**src/hw/dmauc_map.vh**
```
`ifndef DMAUC_MAP_VH
`define DMAUC_MAP_VH

// register byte offsets
`define DMAUC_OFF_IRQ_FLAGS 8'h00
`define DMAUC_OFF_IRQ_MASK 8'h04
`define DMAUC_OFF_SER_START 8'h08
`define DMAUC_OFF_SER_STATUS 8'h0C
`define DMAUC_OFF_OP_CTRL 8'h10
`define DMAUC_OFF_MODE_CTRL 8'h14
`define DMAUC_OFF_SFR_ADDR 8'h18
`define DMAUC_OFF_RAM_ADDR 8'h1C
`define DMAUC_OFF_COUNT 8'h20

// irq flag / mask field positions
`define DMAUC_B_RX_ERROR 7
`define DMAUC_B_RX_END 6
`define DMAUC_B_DMA_END 3
`define DMAUC_IRQ_IMPL 8'hC8

// serial start / status
`define DMAUC_B_SER_CH1 1

// operation control
`define DMAUC_B_CH_EN 7
`define DMAUC_B_XFER_STAT 0

// mode control
`define DMAUC_B_SW_TRIG 7
`define DMAUC_B_DIR 6
`define DMAUC_B_SIZE 5
`define DMAUC_B_HOLD 4
`define DMAUC_SRC_HI 3
`define DMAUC_SRC_SERIAL0_RX 4'h7

// reset values
`define DMAUC_RST_FLAGS 8'h00
`define DMAUC_RST_MASK 8'hFF
`define DMAUC_RST_MODE 7'h00

// axi responses
`define DMAUC_RESP_OKAY 2'h0
`define DMAUC_RESP_SLVERR 2'h2

`endif

```
**src/hw/dmauc_top.v**
```verilog
`timescale 1ns/1ps
`include "dmauc_map.vh"

module dmauc_top #(
  parameter ADDR_W = 8
) (
  // clock, reset, enable
  input wire clk,
  input wire nrst,
  input wire ce,
  // axi4-lite write address
  input wire [ADDR_W-1:0] s_axi_awaddr,
  input wire s_axi_awvalid,
  output wire s_axi_awready,
  // axi4-lite write data
  input wire [31:0] s_axi_wdata,
  input wire [3:0] s_axi_wstrb,
  input wire s_axi_wvalid,
  output wire s_axi_wready,
  // axi4-lite write response
  output wire [1:0] s_axi_bresp,
  output wire s_axi_bvalid,
  input wire s_axi_bready,
  // axi4-lite read address
  input wire [ADDR_W-1:0] s_axi_araddr,
  input wire s_axi_arvalid,
  output wire s_axi_arready,
  // axi4-lite read data
  output wire [31:0] s_axi_rdata,
  output wire [1:0] s_axi_rresp,
  output wire s_axi_rvalid,
  input wire s_axi_rready,
  // serial receive unit
  input wire rx_end,
  input wire rx_error,
  input wire [7:0] rx_data,
  output wire serial_ch1_enable,
  // transfer port
  output wire xfer_strobe,
  output wire xfer_dir,
  output wire xfer_size,
  output wire [7:0] xfer_sfr_addr,
  output wire [15:0] xfer_ram_addr,
  output wire [15:0] xfer_wdata,
  // misc
  output wire dma_clk_en,
  output wire irq
);

  function [15:0] unit_step;
    input size;
    begin
      unit_step = size ? 16'h0002 : 16'h0001;
    end
  endfunction

  // bus slave state
  reg aw_have_reg;
  reg [ADDR_W-1:0] aw_addr_reg;
  reg w_have_reg;
  reg [31:0] w_data_reg;
  reg [3:0] w_strb_reg;
  reg bvalid_reg;
  reg [1:0] bresp_reg;
  reg rvalid_reg;
  reg [31:0] rdata_reg;
  reg [1:0] rresp_reg;

  // block registers
  reg [7:0] irq_request_flags_high_reg;
  reg [7:0] irq_mask_flags_high_reg;
  reg serial_ch1_enabled_status_reg;
  reg channel_enable_reg;
  reg transfer_mode_status_reg;
  reg [6:0] dma_mode_control_reg;
  reg [7:0] sfr_addr_reg;
  reg [15:0] ram_addr_reg;
  reg [15:0] count_reg;
  reg pending_reg;
  reg strobe_reg;
  reg [15:0] xfer_ram_addr_reg;
  reg [15:0] xfer_wdata_reg;

  wire do_write = aw_have_reg && w_have_reg && !bvalid_reg;
  wire lane0 = w_strb_reg[0];
  wire lane1 = w_strb_reg[1];
  wire do_read = s_axi_arvalid && !rvalid_reg;

  // write decode
  reg sel_flags, sel_mask, sel_sstart, sel_ctrl, sel_mode;
  reg sel_sfr, sel_ram, sel_cnt, wr_hit;
  always @* begin
    sel_flags = 1'b0;
    sel_mask = 1'b0;
    sel_sstart = 1'b0;
    sel_ctrl = 1'b0;
    sel_mode = 1'b0;
    sel_sfr = 1'b0;
    sel_ram = 1'b0;
    sel_cnt = 1'b0;
    wr_hit = 1'b1;
    if (aw_addr_reg == `DMAUC_OFF_IRQ_FLAGS) begin
      sel_flags = do_write;
    end else if (aw_addr_reg == `DMAUC_OFF_IRQ_MASK) begin
      sel_mask = do_write;
    end else if (aw_addr_reg == `DMAUC_OFF_SER_START) begin
      sel_sstart = do_write;
    end else if (aw_addr_reg == `DMAUC_OFF_SER_STATUS) begin
      wr_hit = 1'b1;
    end else if (aw_addr_reg == `DMAUC_OFF_OP_CTRL) begin
      sel_ctrl = do_write;
    end else if (aw_addr_reg == `DMAUC_OFF_MODE_CTRL) begin
      sel_mode = do_write;
    end else if (aw_addr_reg == `DMAUC_OFF_SFR_ADDR) begin
      sel_sfr = do_write;
    end else if (aw_addr_reg == `DMAUC_OFF_RAM_ADDR) begin
      sel_ram = do_write;
    end else if (aw_addr_reg == `DMAUC_OFF_COUNT) begin
      sel_cnt = do_write;
    end else begin
      wr_hit = 1'b0;
    end
  end

  // read decode
  reg [31:0] rd_val;
  reg rd_hit;
  always @* begin
    rd_val = 32'h00000000;
    rd_hit = 1'b1;
    if (s_axi_araddr == `DMAUC_OFF_IRQ_FLAGS) begin
      rd_val[7:0] = irq_request_flags_high_reg;
    end else if (s_axi_araddr == `DMAUC_OFF_IRQ_MASK) begin
      rd_val[7:0] = irq_mask_flags_high_reg;
    end else if (s_axi_araddr == `DMAUC_OFF_SER_START) begin
      rd_val = 32'h00000000;
    end else if (s_axi_araddr == `DMAUC_OFF_SER_STATUS) begin
      rd_val[`DMAUC_B_SER_CH1] = serial_ch1_enabled_status_reg;
    end else if (s_axi_araddr == `DMAUC_OFF_OP_CTRL) begin
      rd_val[`DMAUC_B_CH_EN] = channel_enable_reg;
      rd_val[`DMAUC_B_XFER_STAT] = transfer_mode_status_reg;
    end else if (s_axi_araddr == `DMAUC_OFF_MODE_CTRL) begin
      // trigger bit is write-only and reads zero
      rd_val[6:0] = dma_mode_control_reg;
    end else if (s_axi_araddr == `DMAUC_OFF_SFR_ADDR) begin
      rd_val[7:0] = sfr_addr_reg;
    end else if (s_axi_araddr == `DMAUC_OFF_RAM_ADDR) begin
      rd_val[15:0] = ram_addr_reg;
    end else if (s_axi_araddr == `DMAUC_OFF_COUNT) begin
      rd_val[15:0] = count_reg;
    end else begin
      rd_hit = 1'b0;
    end
  end

  // channel control
  wire mode_dir = dma_mode_control_reg[`DMAUC_B_DIR];
  wire mode_size = dma_mode_control_reg[`DMAUC_B_SIZE];
  wire mode_hold = dma_mode_control_reg[`DMAUC_B_HOLD];
  wire [3:0] mode_src = dma_mode_control_reg[`DMAUC_SRC_HI:0];
  wire armed = channel_enable_reg && transfer_mode_status_reg;
  wire hw_req = armed && rx_end &&
    (mode_src == `DMAUC_SRC_SERIAL0_RX);
  wire sw_req = armed && sel_mode && lane0 &&
    w_data_reg[`DMAUC_B_SW_TRIG];
  wire any_req = hw_req || sw_req || pending_reg;
  // a disabling write beats a request landing in the same cycle
  wire stop_wr = sel_ctrl && lane0 && !w_data_reg[`DMAUC_B_CH_EN];
  wire go = any_req && !mode_hold && armed && !stop_wr;
  wire last = (count_reg <= 16'h0001);
  wire dma_done = go && last;

  // sticky flag sets; set beats a same-cycle clear
  wire [7:0] flag_set = {rx_error, rx_end, 2'b00, dma_done, 3'b000};
  wire [7:0] flag_clr = (sel_flags && lane0) ?
    (w_data_reg[7:0] & `DMAUC_IRQ_IMPL) : 8'h00;

  always @(posedge clk) begin
    if (!nrst) begin
      aw_have_reg <= 1'b0;
      aw_addr_reg <= {ADDR_W{1'b0}};
      w_have_reg <= 1'b0;
      w_data_reg <= 32'h00000000;
      w_strb_reg <= 4'h0;
      bvalid_reg <= 1'b0;
      bresp_reg <= `DMAUC_RESP_OKAY;
      rvalid_reg <= 1'b0;
      rdata_reg <= 32'h00000000;
      rresp_reg <= `DMAUC_RESP_OKAY;
    end else if (ce) begin
      if (s_axi_awvalid && !aw_have_reg) begin
        aw_have_reg <= 1'b1;
        aw_addr_reg <= s_axi_awaddr;
      end
      if (s_axi_wvalid && !w_have_reg) begin
        w_have_reg <= 1'b1;
        w_data_reg <= s_axi_wdata;
        w_strb_reg <= s_axi_wstrb;
      end
      if (do_write) begin
        aw_have_reg <= 1'b0;
        w_have_reg <= 1'b0;
        bvalid_reg <= 1'b1;
        bresp_reg <= wr_hit ? `DMAUC_RESP_OKAY : `DMAUC_RESP_SLVERR;
      end else if (bvalid_reg && s_axi_bready) begin
        bvalid_reg <= 1'b0;
      end
      if (do_read) begin
        rvalid_reg <= 1'b1;
        rdata_reg <= rd_val;
        rresp_reg <= rd_hit ? `DMAUC_RESP_OKAY : `DMAUC_RESP_SLVERR;
      end else if (rvalid_reg && s_axi_rready) begin
        rvalid_reg <= 1'b0;
      end
    end
  end

  always @(posedge clk) begin
    if (!nrst) begin
      irq_request_flags_high_reg <= `DMAUC_RST_FLAGS;
      irq_mask_flags_high_reg <= `DMAUC_RST_MASK;
      serial_ch1_enabled_status_reg <= 1'b0;
      channel_enable_reg <= 1'b0;
      transfer_mode_status_reg <= 1'b0;
      dma_mode_control_reg <= `DMAUC_RST_MODE;
      sfr_addr_reg <= 8'h00;
      ram_addr_reg <= 16'h0000;
      count_reg <= 16'h0000;
      pending_reg <= 1'b0;
      strobe_reg <= 1'b0;
      xfer_ram_addr_reg <= 16'h0000;
      xfer_wdata_reg <= 16'h0000;
    end else if (ce) begin
      irq_request_flags_high_reg <=
        (irq_request_flags_high_reg & ~flag_clr) | flag_set;
      if (sel_mask && lane0) begin
        irq_mask_flags_high_reg <= w_data_reg[7:0] & `DMAUC_IRQ_IMPL;
      end
      // writing zero leaves the status untouched
      if (sel_sstart && lane0 && w_data_reg[`DMAUC_B_SER_CH1]) begin
        serial_ch1_enabled_status_reg <= 1'b1;
      end
      if (sel_mode && lane0) begin
        dma_mode_control_reg <= w_data_reg[6:0];
      end
      if (sel_sfr && lane0) begin
        sfr_addr_reg <= w_data_reg[7:0];
      end
      strobe_reg <= go;
      // requests seen while held wait here until hold drops
      if (go || !armed) begin
        pending_reg <= 1'b0;
      end else if (hw_req || sw_req) begin
        pending_reg <= 1'b1;
      end
      if (go) begin
        xfer_ram_addr_reg <= ram_addr_reg;
        xfer_wdata_reg <= mode_dir ? 16'h0000 : {8'h00, rx_data};
        ram_addr_reg <= ram_addr_reg + unit_step(mode_size);
        count_reg <= last ? 16'h0000 : count_reg - 16'h0001;
        if (last) begin
          transfer_mode_status_reg <= 1'b0;
        end
      end
      // RAM address and count writes only take while the channel is enabled
      if (channel_enable_reg) begin
        if (sel_ram && lane0) begin
          ram_addr_reg[7:0] <= w_data_reg[7:0];
        end
        if (sel_ram && lane1) begin
          ram_addr_reg[15:8] <= w_data_reg[15:8];
        end
        if (sel_cnt && lane0) begin
          count_reg[7:0] <= w_data_reg[7:0];
        end
        if (sel_cnt && lane1) begin
          count_reg[15:8] <= w_data_reg[15:8];
        end
      end
      if (sel_ctrl && lane0) begin
        channel_enable_reg <= w_data_reg[`DMAUC_B_CH_EN];
        if (!w_data_reg[`DMAUC_B_CH_EN]) begin
          transfer_mode_status_reg <= 1'b0;
        end else if (channel_enable_reg) begin
          transfer_mode_status_reg <= w_data_reg[`DMAUC_B_XFER_STAT];
        end
      end
    end
  end

  assign s_axi_awready = !aw_have_reg;
  assign s_axi_wready = !w_have_reg;
  assign s_axi_bvalid = bvalid_reg;
  assign s_axi_bresp = bresp_reg;
  assign s_axi_arready = !rvalid_reg;
  assign s_axi_rvalid = rvalid_reg;
  assign s_axi_rdata = rdata_reg;
  assign s_axi_rresp = rresp_reg;

  assign serial_ch1_enable = serial_ch1_enabled_status_reg;
  assign xfer_strobe = strobe_reg;
  assign xfer_dir = mode_dir;
  assign xfer_size = mode_size;
  assign xfer_sfr_addr = sfr_addr_reg;
  assign xfer_ram_addr = xfer_ram_addr_reg;
  assign xfer_wdata = xfer_wdata_reg;
  // channel clock runs only while enabled
  assign dma_clk_en = channel_enable_reg;
  assign irq = |(irq_request_flags_high_reg &
    ~irq_mask_flags_high_reg);

endmodule // dmauc_top

```
**config.mk**
```make
export PLATFORM = sky130hd
export DESIGN_NAME = dmauc_top
export DESIGN_NICKNAME = d
export VERILOG_FILES = /design/src/hw/dmauc_top.v
export VERILOG_INCLUDE_DIRS = /design/src /design/src/hw
export SDC_FILE = /design/constraint.sdc
export NUM_CORES = 1
export LEC_CHECK = 0
export BUFFER_PORTS_ARGS = -buffer_cell sky130_fd_sc_hd__clkbuf_2
export CAP_MARGIN = 20
export CORE_ASPECT_RATIO = 0.8
export CORE_UTILIZATION = 30
export DETAILED_ROUTE_END_ITERATION = 12
export PLACE_DENSITY_LB_ADDON = 0.12
export SETUP_SLACK_MARGIN = 0.4
export SYNTH_ARGS = -nofsm -noshare
export SYNTH_HDL_FRONTEND = slang
export SYNTH_SLANG_ARGS = --single-unit
```
**constraint.sdc**
```tcl
create_clock -name clk -period 4.15 [get_ports clk]
set_input_delay 0.83 -clock clk [delete_from_list [all_inputs] [get_ports clk]]
set_output_delay 0.83 -clock clk [all_outputs]
set_load 0.02 [all_outputs]
```
==> metrics.log, run 1 <==
INFO  metric dr.first_iter.drc_count = 519
INFO  metric count_of_endpoints_failing_hold_in_the_final_timing_report = 0
INFO  metric fin_crit = 2.73 ns
INFO  metric worst_ir_drop_vdd = 253 uV
INFO  metric number_of_rows_created_at_floorplan = 49
INFO  metric placedCellCount = 1,257
INFO  metric ys_flop_type = dfxtp_1
INFO  metric setup_repair_after_global_routing_missed_its_margin = false
INFO  metric seq_area_frac_synth = 37.7%
INFO  metric timing.reg2reg.worst_path_depth = 7
INFO  metric grt_start_max_net_pins = 50
INFO  metric setup_viol_count_final = 0
INFO  metric library_cell_used_as_clock_root_buffer = clkbuf_16
INFO  metric numCtsBuffers = 17
INFO  metric global_route_wire_length_before_repair = 36,700 um
INFO  metric drc_errors_left = 0
INFO  metric synth_edf_count = 0
INFO  metric route.vias.total = 6,776
INFO  metric timing.rr.start = dma_clk_en
INFO  metric ctsHoldBuffers = 0
INFO  metric wl_per_cell = 18.6 um
INFO  metric die_height = 138 um
INFO  metric worst_hold_path.num_cells = 2
INFO  metric cell_count_after_synthesis = 882
INFO  metric synth_area_per_cell = 7.90 um^2
INFO  metric final_nets = 1,045
INFO  metric totalPowerFinal = 3.12 mW
INFO  metric final_core_util = 36.6%
INFO  metric yosys_warnings = 0
INFO  metric chipWidth = 172 um
INFO  metric timing_worst_slew_pin_value = 0.786 ns
INFO  metric critical_path.cell_chain = and4b_1, a41o_1, o21ai_2, a21oi_1, buf_4, or3_1, a221oi_1
INFO  metric design.die.area = 23,800 um^2
INFO  metric worst-endpoint-arrival = 3.05 ns
INFO  metric setup-tns-final = 0 ns
INFO  metric clk_path_buf_depth = 2
INFO  metric power_density = 377 nW/um^2
INFO  metric synth-async-reset-ratio = 0%
INFO  metric crit_type = flop to flop
INFO  metric initial_utilization = 30.8%
INFO  metric yosys_register_bits = 131
INFO  metric finalInstanceArea = 8280 um^2
INFO  metric cts_post_setup_buffers_inserted = 0
INFO  metric worst_setup_path_startpoint = dma_clk_en
INFO  metric post_synth_instance_area = 6970 um^2
INFO  metric worst_flop_to_flop_path_endpoint = pending_reg
INFO  metric insertion_delay = 0.43 ns
INFO  metric skew = 0.00985 ns
INFO  metric timing.max_slew.rel_slack = 47.1%
INFO  metric cts-resized-gates = 0
INFO  metric via_per_inst = 5.26
INFO  metric cts.sinks = 131
INFO  metric detail_route.wirelength = 23,900 um
INFO  metric dpl_cell_area = 7690 um^2
INFO  metric track_usage = 20.3%
INFO  metric fin_worst_hold_slack = 0.451 ns
INFO  metric total_leakage_power = 3.15 nW
INFO  metric r2r_setup_slack = 1.42 ns
INFO  metric ctsHtreeMaxLevel = 4
INFO  metric grt-ovfl-total = 0
INFO  metric antenna_found_initial = 0
INFO  metric ant_nets_after_route = 0
INFO  metric proportion_of_layout_cells_with_a_drive_suffix_above_1 = 18.7%
INFO  metric final.setup.worst_slack = 1.42 ns
INFO  metric timing.final.max_slew_violations = 0
INFO  metric top_level_pins = 157
INFO  metric clk_pin_slew_worst_paths = 0.06 ns
INFO  metric critical_path.startpoint_type = flop
INFO  metric fmaxAchievable = 367 MHz
INFO  metric drv_cap = 0
INFO  metric min-delay-path-class = flop to flop
INFO  metric critical_path.max_fanout = 12
INFO  metric core_area = 22,600 um^2
INFO  metric number_of_cells_in_the_finished_layout_apart_from_fillers = 1,289
INFO  metric pre_cts_slack = 1.02 ns
INFO  metric drt-pass1-iter-count = 5
INFO  metric cts_tree = built
INFO  metric gpl.final_weighted_congestion = 0.832
INFO  metric critical_path.max_stage_delay = 0.45 ns
INFO  metric grt_pass1_vias = 6,236
INFO  metric hold_path_end = s_axi_rdata[1]
INFO  metric synth_cell_type_count = 83
INFO  metric dpl.hpwl = 17,600 um
INFO  metric endpoint_kind = flop
INFO  metric post-route-period-util = 65.7%
INFO  metric crit_required = 4.48 ns
INFO  metric min_from = s_axi_rdata[1]
INFO  metric io_buffers = 112
INFO  metric layout-area-overhead-vs-synth = 18.9%
INFO  metric slowest_stage = dfxtp_1
INFO  metric result_of_the_run = completed
[critical path: cells and delay by family (launching register included)]
kind | cells | cell delay, ns
DFF | 1 | 0.45
AOI/OAI and AO/OA | 4 | 1.31
and+or+nand+nor | 2 | 0.60
buffers and inverters | 1 | 0.27
[area by class of cell]
type / count / area [um^2]
clock inverter: 13 / 161
antenna: 1 / 2.50
fill: 2457 / 14300
tap: 306 / 383
sequential: 131 / 2620
clock buffer: 18 / 429
inverter: 18 / 67.6
multi-input combinational: 677 / 3940
timing repair buffer: 125 / 671
[worst max path at each step]
stage | end | slack (ns) | depth (start not counted)
2_1_floorplan | s_axi_rdata[15] | 1.70 | 6
3_3_place_gp | pending_reg | 1.02 | 8
3_5_place_dp | pending_reg | 1.02 | 8
4_1_cts | pending_reg | 1.39 | 7
5_1_grt | count_reg[5] | 1.27 | 7
6_report | pending_reg | 1.42 | 7
[logic make-up (layout without fill, tap and decap cells)]
family	count (synthesis)	count (layout)	share of synthesized area (%)
AOI/OAI and AO/OA	242	242	23.1
buffers and inverters	99	174	7.08
muxes	32	32	4.65
other	1	27	0.0538
adders and majority gates	5	5	1.01
and+or+nand+nor	372	372	26.4
DFF	131	131	37.7
[placed cells by master (no fill, tap or decap), drive strengths merged, types with 4 or more instances in the layout]
master	Yosys	layout
a211oi	6	6
a21boi	4	4
a21oi	91	91
a221o	4	4
a2bb2oi	8	8
a311oi	12	12
a31oi	17	17
and3	15	15
buf	45	13
clkbuf	36	130
clkinv	0	5
clkinvlp	0	4
conb	1	26
dfxtp	131	131
ha	4	4
inv	18	19
mux2i	29	29
nand2	155	155
nand2b	5	5
nand3	20	20
nand3b	11	11
nand4	15	15
nor2	70	70
nor2b	5	5
nor3	25	25
nor3b	5	5
nor4	7	7
nor4b	4	4
o2111ai	5	5
o211ai	7	7
o21a	4	4
o21ai	36	36
o221ai	7	7
o22ai	5	5
o31a	4	4
o31ai	8	8
or3	10	10
or4	9	9
[per-layer routing]
metal	GRT usage, %	vias to the layer above	part of all wire (%)
met4	6.43	0	1.3
met5	0	-	0
met1	31.3	3180	52
li1	-	3356	-
met2	27.1	218	40
met3	4.38	22	6.9
[where the power goes]
| part | leakage, nW | total (mW) | internal, mW | switching [mW] |
|---|---|---|---|---|
| Combinational | 1.81 | 0.255 | 0.0859 | 0.169 |
| Sequential | 1.06 | 1.33 | 1.28 | 0.0420 |
| Clock | 0.278 | 1.54 | 0.940 | 0.603 |
[synthesized netlist by cell type, types with 17 or more instances]
cell type	number	share of area, %
dfxtp_1	131	38
a31oi_1	17	1.5
inv_1	17	0.92
buf_4	29	3.1
nor3_1	23	1.7
clkbuf_1	36	1.9
nand3_1	20	1.4
o21ai_0	25	1.8
nor2_1	69	3.7
nand2_1	155	8.4
mux2i_1	29	4.2
a21oi_1	91	6.5
Note: power is estimated with default switching activity, not from simulation.
==> inputs of run 2 (changes only) <==
Clock period 4.15 ns to 2.7 ns, I/O delays scaled along.
==> metrics.log, run 2 (synthesized netlist as in run 1, its figures left out) <==
INFO  metric result_of_the_run = completed
INFO  metric antenna_found_initial = 0
INFO  metric most_frequent_cells_in_the_layout = 155 x nand2_1, 123 x dfxtp_1, 112 x clkbuf_2, 90 x a21oi_1, 68 x nor2_1
INFO  metric design.die.area = 23,800 um^2
INFO  metric timing_worst_slew_pin_value = 0.627 ns
INFO  metric top_level_pins = 157
INFO  metric critical_path.startpoint_type = flop
INFO  metric die_height = 138 um
INFO  metric slowest_stage = or4b_4
INFO  metric setup_repair_after_global_routing_missed_its_margin = true
INFO  metric drt-pass1-iter-count = 5
INFO  metric count_of_endpoints_failing_hold_in_the_final_timing_report = 0
INFO  metric clk_pin_slew_worst_paths = 0.06 ns
INFO  metric number_of_rows_created_at_floorplan = 49
INFO  metric cts_tree = built
INFO  metric dpl.hpwl = 18,300 um
INFO  metric m1WireLength = 12,900 um
INFO  metric ctsHoldBuffers = 0
INFO  metric critical_path.max_fanout = 12
INFO  metric wl_per_cell = 18.6 um
INFO  metric critical_path_buf_inv_count = 1
INFO  metric route.met3.wl = 1740 um
INFO  metric setup-tns-final = 0 ns
INFO  metric grt_pass1_vias = 6,365
INFO  metric gpl.final_weighted_congestion = 0.876
INFO  metric post-route-period-util = 83.9%
INFO  metric timing.max_slew.rel_slack = 57.9%
INFO  metric timing.final.max_slew_violations = 0
INFO  metric track_usage = 20.8%
INFO  metric crit_type = flop to flop
INFO  metric final.setup.worst_slack = 0.434 ns
INFO  metric min-delay-path-class = input port to flop
INFO  metric grt_start_max_net_pins = 47
INFO  metric fin_crit = 2.27 ns
INFO  metric pre_cts_slack = 0.173 ns
INFO  metric dr.first_iter.drc_count = 608
INFO  metric final_nets = 1,090
INFO  metric power_density = 540 nW/um^2
INFO  metric mostFrequentLayoutCell = nand2_1
INFO  metric drv_cap = 0
INFO  metric via_per_inst = 5.29
INFO  metric insertion_delay = 0.42 ns
INFO  metric detail_route.wirelength = 24,800 um
INFO  metric number_of_cells_in_the_finished_layout_apart_from_fillers = 1,334
INFO  metric fmaxAchievable = 441 MHz
INFO  metric critical_path.cell_chain = or4b_4, nor4_4, nor2_2, o21ai_4, buf_4, o31ai_1, a31oi_1
INFO  metric crit_family = simple AND/OR/NAND/NOR gates
INFO  metric endpoint_kind = flop
INFO  metric chipWidth = 172 um
INFO  metric worst_ir_drop_vdd = 330 uV
INFO  metric worst-endpoint-arrival = 2.62 ns
INFO  metric ctsHtreeMaxLevel = 4
INFO  metric cts.sinks = 131
INFO  metric skew = 0.00639 ns
INFO  metric drc_errors_left = 0
INFO  metric crit_required = 3.05 ns
INFO  metric core_area = 22,600 um^2
INFO  metric route.vias.total = 7,054
INFO  metric global_route_wire_length_before_repair = 37,500 um
INFO  metric critical_path.max_stage_delay = 0.58 ns
INFO  metric total_leakage_power = 3.39 nW
INFO  metric placedCellCount = 1,294
INFO  metric setup_viol_count_final = 0
INFO  metric proportion_of_layout_cells_with_a_drive_suffix_above_1 = 24.6%
INFO  metric ant_nets_after_route = 0
INFO  metric clk_path_buf_depth = 2
INFO  metric grt-ovfl-total = 0
INFO  metric initial_utilization = 30.8%
INFO  metric io_buffers = 112
INFO  metric antenna_cells_inserted = 0
INFO  metric top_signal_layer_used = met4
INFO  metric layout-area-overhead-vs-synth = 25.8%
INFO  metric met2_wirelength = 9850 um
INFO  metric numCtsBuffers = 17
INFO  metric fillers = 2,461
INFO  metric library_cell_used_as_clock_root_buffer = clkbuf_16
run 2: final timing paths:
kind	from	to	slack, ns	cells after the start
max	aw_addr_reg[7]	count_reg[5]	0.43	7
min	s_axi_wdata[13]	w_data_reg[13]	0.33	3
min reg2reg	xfer_wdata[1]	xfer_wdata[1]	0.45	2
max reg2reg	aw_addr_reg[7]	count_reg[5]	0.43	7
run 2: worst register-to-register path: cells and delay by family, from the launching register on:
family	cells	cell delay (ns)
AND/OR/NAND/NOR	3	1.07
flip-flops	1	0.35
AO/OA/AOI/OAI	3	0.59
buffers and inverters	1	0.18
run 2: area by class of cell:
type                    count  area, um^2  area share [%]
multi-input cells         677        4030            46.0
flip-flops and latches    131        2640            30.1
repair buffers            170        1070            12.2
clock buffers              20         467            5.32
well taps                 306         383            4.37
clock inverters            12         106            1.21
inverters                  18        70.1           0.799
run 2: repair_timing:
action,4_1_cts,5_1_grt
setup endpoints to repair,18,46
gates resized for setup,7,23
pin swaps,1,11
buffers inserted,1,7
run 2: layer usage:
| layer | track usage, % | up-vias |
|---|---|---|
| met5 | 0 | - |
| met4 | 4.52 | 0 |
| met3 | 3.64 | 19 |
| met2 | 28.0 | 259 |
| met1 | 33.2 | 3323 |
| li1 | - | 3453 |
run 2: where the power goes:
group          switching (mW)  internal (mW)  total, mW  leakage (nW)
Clock                   0.928           1.34       2.26         0.262
Sequential             0.0600           1.97       2.03          1.07
Combinational           0.277          0.160      0.437          2.06
Total                    1.26           3.47       4.73          3.39
run 2: per-stage QoR:
| stage | hold WS, ns | cell area (um^2) | util, % | power, mW |
|---|---|---|---|---|
| floorplan | 0.423 | 7060 | - | 2.35 |
| global placement | 0.440 | 8030 | 35.5 | 2.50 |
| detailed placement | 0.446 | 8030 | 35.5 | 2.50 |
| CTS | 0.323 | 8640 | 38.2 | 4.78 |
| global route | 0.338 | 8760 | 38.7 | 4.91 |
| finish | 0.331 | 8760 | 38.7 | 4.73 |
==> inputs of run 3 (changes only) <==
Clock period 2.7 ns to 2 ns, I/O delays scaled along.
==> metrics.log, run 3 (synthesized netlist as in run 1, its figures left out) <==
INFO  metric layout-area-overhead-vs-synth = 59.0%
INFO  metric cts_tree = built
INFO  metric design.die.area = 23,800 um^2
INFO  metric initial_utilization = 30.8%
INFO  metric most_frequent_cells_in_the_layout = 150 x buf_4, 116 x dfxtp_1, 109 x clkbuf_2, 105 x nand2_1, 61 x nor2_1
INFO  metric antenna_found_initial = 0
INFO  metric numCtsBuffers = 17
INFO  metric drv_cap = 0
INFO  metric route.vias.total = 7,869
INFO  metric fin_crit = 2.16 ns
INFO  metric worst-endpoint-arrival = 2.53 ns
INFO  metric mostFrequentLayoutCell = buf_4
INFO  metric power.share.clock = 47.1%
INFO  metric comb_power_share = 12.2%
INFO  metric dr.first_iter.drc_count = 518
INFO  metric proportion_of_layout_cells_with_a_drive_suffix_above_1 = 48.7%
INFO  metric grt_pass1_vias = 7,048
INFO  metric worst_ir_drop_vdd = 546 uV
INFO  metric top_level_pins = 157
INFO  metric count_of_endpoints_failing_hold_in_the_final_timing_report = 0
INFO  metric io_buffers = 112
INFO  metric setup-tns-final = -4.98 ns
INFO  metric result_of_the_run = finished, violations left
INFO  metric power.switching = 1.92 mW
INFO  metric final.setup.worst_slack = -0.157 ns
INFO  metric timing.max_slew.rel_slack = 64.7%
INFO  metric p_int = 4.78 mW
INFO  metric min-delay-path-class = input port to flop
INFO  metric die_height = 138 um
INFO  metric chipWidth = 172 um
INFO  metric timing.final.max_slew_violations = 0
INFO  metric insertion_delay = 0.44 ns
INFO  metric via_per_inst = 5.32
INFO  metric wl_per_cell = 19.1 um
INFO  metric crit_required = 2.38 ns
INFO  metric timing_worst_slew_pin_value = 0.529 ns
INFO  metric setup_viol_count_final = 52
INFO  metric slowest_stage = dfxtp_4
INFO  metric endpoint_kind = flop
INFO  metric crit_type = flop to flop
INFO  metric power_density = 605 nW/um^2
INFO  metric core_area = 22,600 um^2
INFO  metric grt_start_max_net_pins = 51
INFO  metric antenna_cells_inserted = 0
INFO  metric skew = 0.0114 ns
INFO  metric drt-pass1-iter-count = 5
INFO  metric ctsHtreeMaxLevel = 4
INFO  metric ant_nets_after_route = 0
INFO  metric number_of_rows_created_at_floorplan = 49
INFO  metric grt-ovfl-total = 0
INFO  metric fmaxAchievable = 464 MHz
INFO  metric final_nets = 1,236
INFO  metric dpl_cell_area = 9080 um^2
INFO  metric library_cell_used_as_clock_root_buffer = clkbuf_16
INFO  metric setup_repair_after_global_routing_missed_its_margin = true
INFO  metric clk_path_buf_depth = 2
INFO  metric critical_path_buf_inv_count = 4
INFO  metric total_leakage_power = 4.46 nW
INFO  metric critical_path.startpoint_type = flop
INFO  metric violations = setup timing
INFO  metric detail_route.wirelength = 28,300 um
INFO  metric track_usage = 23.1%
INFO  metric post-route-period-util = 108%
INFO  metric fillers = 2,220
INFO  metric finalInstanceArea = 11,100 um^2
INFO  metric clk_pin_slew_worst_paths = 0.07 ns
INFO  metric p_sw_share = 28.6%
INFO  metric totalPowerFinal = 6.70 mW
INFO  metric gpl.final_weighted_congestion = 0.848
INFO  metric crit_family = simple AND/OR/NAND/NOR gates
INFO  metric dpl.hpwl = 20,100 um
INFO  metric critical_path.max_stage_delay = 0.36 ns
INFO  metric cts.sinks = 131
INFO  metric pwr-share-seq = 40.7%
INFO  metric critical_path.max_fanout = 7
INFO  metric drc_errors_left = 0
INFO  metric global_route_wire_length_before_repair = 41,200 um
INFO  metric critical_path.cell_chain = nor4b_4, and4_4, buf_12, o21ai_4, buf_6, a21boi_4, buf_6, buf_12, nand4_1, a21oi_2
run 3: changes by cell type in the layout (fill, tap and decap cells not counted), sizes merged:
cell	before	now
and3	15	16
clkinvlp	7	1
inv	19	27
or4	9	10
buf	58	200
run 3: area by class of cell:
class / count / area, um^2 / area share, %
Tap cell: 306 / 383 / 3.46
Timing Repair Buffer: 314 / 2430 / 22.0
Inverter: 18 / 70.1 / 0.633
Clock inverter: 14 / 139 / 1.25
Sequential cell: 131 / 2650 / 24.0
Clock buffer: 18 / 439 / 3.97
Multi-Input combinational cell: 679 / 4960 / 44.8
run 3: layer usage:
metal / GRT usage [%] / wire (um) / share of wire, % / vias up
li1: - / - / - / 3756
met1: 35.3 / 14100 / 50 / 3803
met2: 31.6 / 11900 / 42 / 285
met3: 5.35 / 2040 / 7.2 / 25
met4: 6.24 / 296 / 1.0 / 0
met5: 0 / 0 / 0 / -
run 3: worst reg2reg max path: stages (launching register included):
cell and delay (ns):
dfxtp_4 0.36, nor4b_4 0.32, and4_4 0.30, buf_12 0.11, o21ai_4 0.06, buf_6 0.16, a21boi_4 0.23, buf_6 0.16
buf_12 0.14, nand4_1 0.12, a21oi_2 0.14
run 3: metrics by stage:
step | setup WS, ns | instances | utilization, % | hold slack (ns)
after global placement | -0.320 | 1408 | 40.1 | 0.438
after detailed placement | -0.305 | 1408 | 40.1 | 0.442
after global routing | -0.251 | 1480 | 49.0 | 0.176
after floorplan | -0.106 | 907 | - | 0.423
final | -0.157 | 1480 | 49.0 | 0.174
after CTS | -0.140 | 1462 | 45.2 | 0.165
run 3: power by group through the flow:
stage	registers [mW]	clock network [mW]	logic, mW
after detailed placement	2.78	0	0.704
after global routing	2.73	3.32	0.882
after CTS	2.73	3.20	0.764
after global placement	2.79	0	0.704
final	2.73	3.15	0.816
after floorplan	2.78	0	0.429
run 3: final timing paths:
check	start	endpoint	slack (ns)	cells after the start
worst max register to register	aw_addr_reg[6]	ram_addr_reg[5]	-0.16	10
worst max-delay path	aw_addr_reg[6]	ram_addr_reg[5]	-0.16	10
worst min-delay path	s_axi_wstrb[0]	w_strb_reg[0]	0.17	3
worst min register to register	s_axi_rdata[2]	s_axi_rdata[2]	0.45	2
run 3: repair_timing:
item	CTS	global route
cloned	4	4
hold buffers	0	0
endpoints found under the setup margin	99	100
pin swaps	39	113
buffers inserted	18	14
resized for setup	91	168
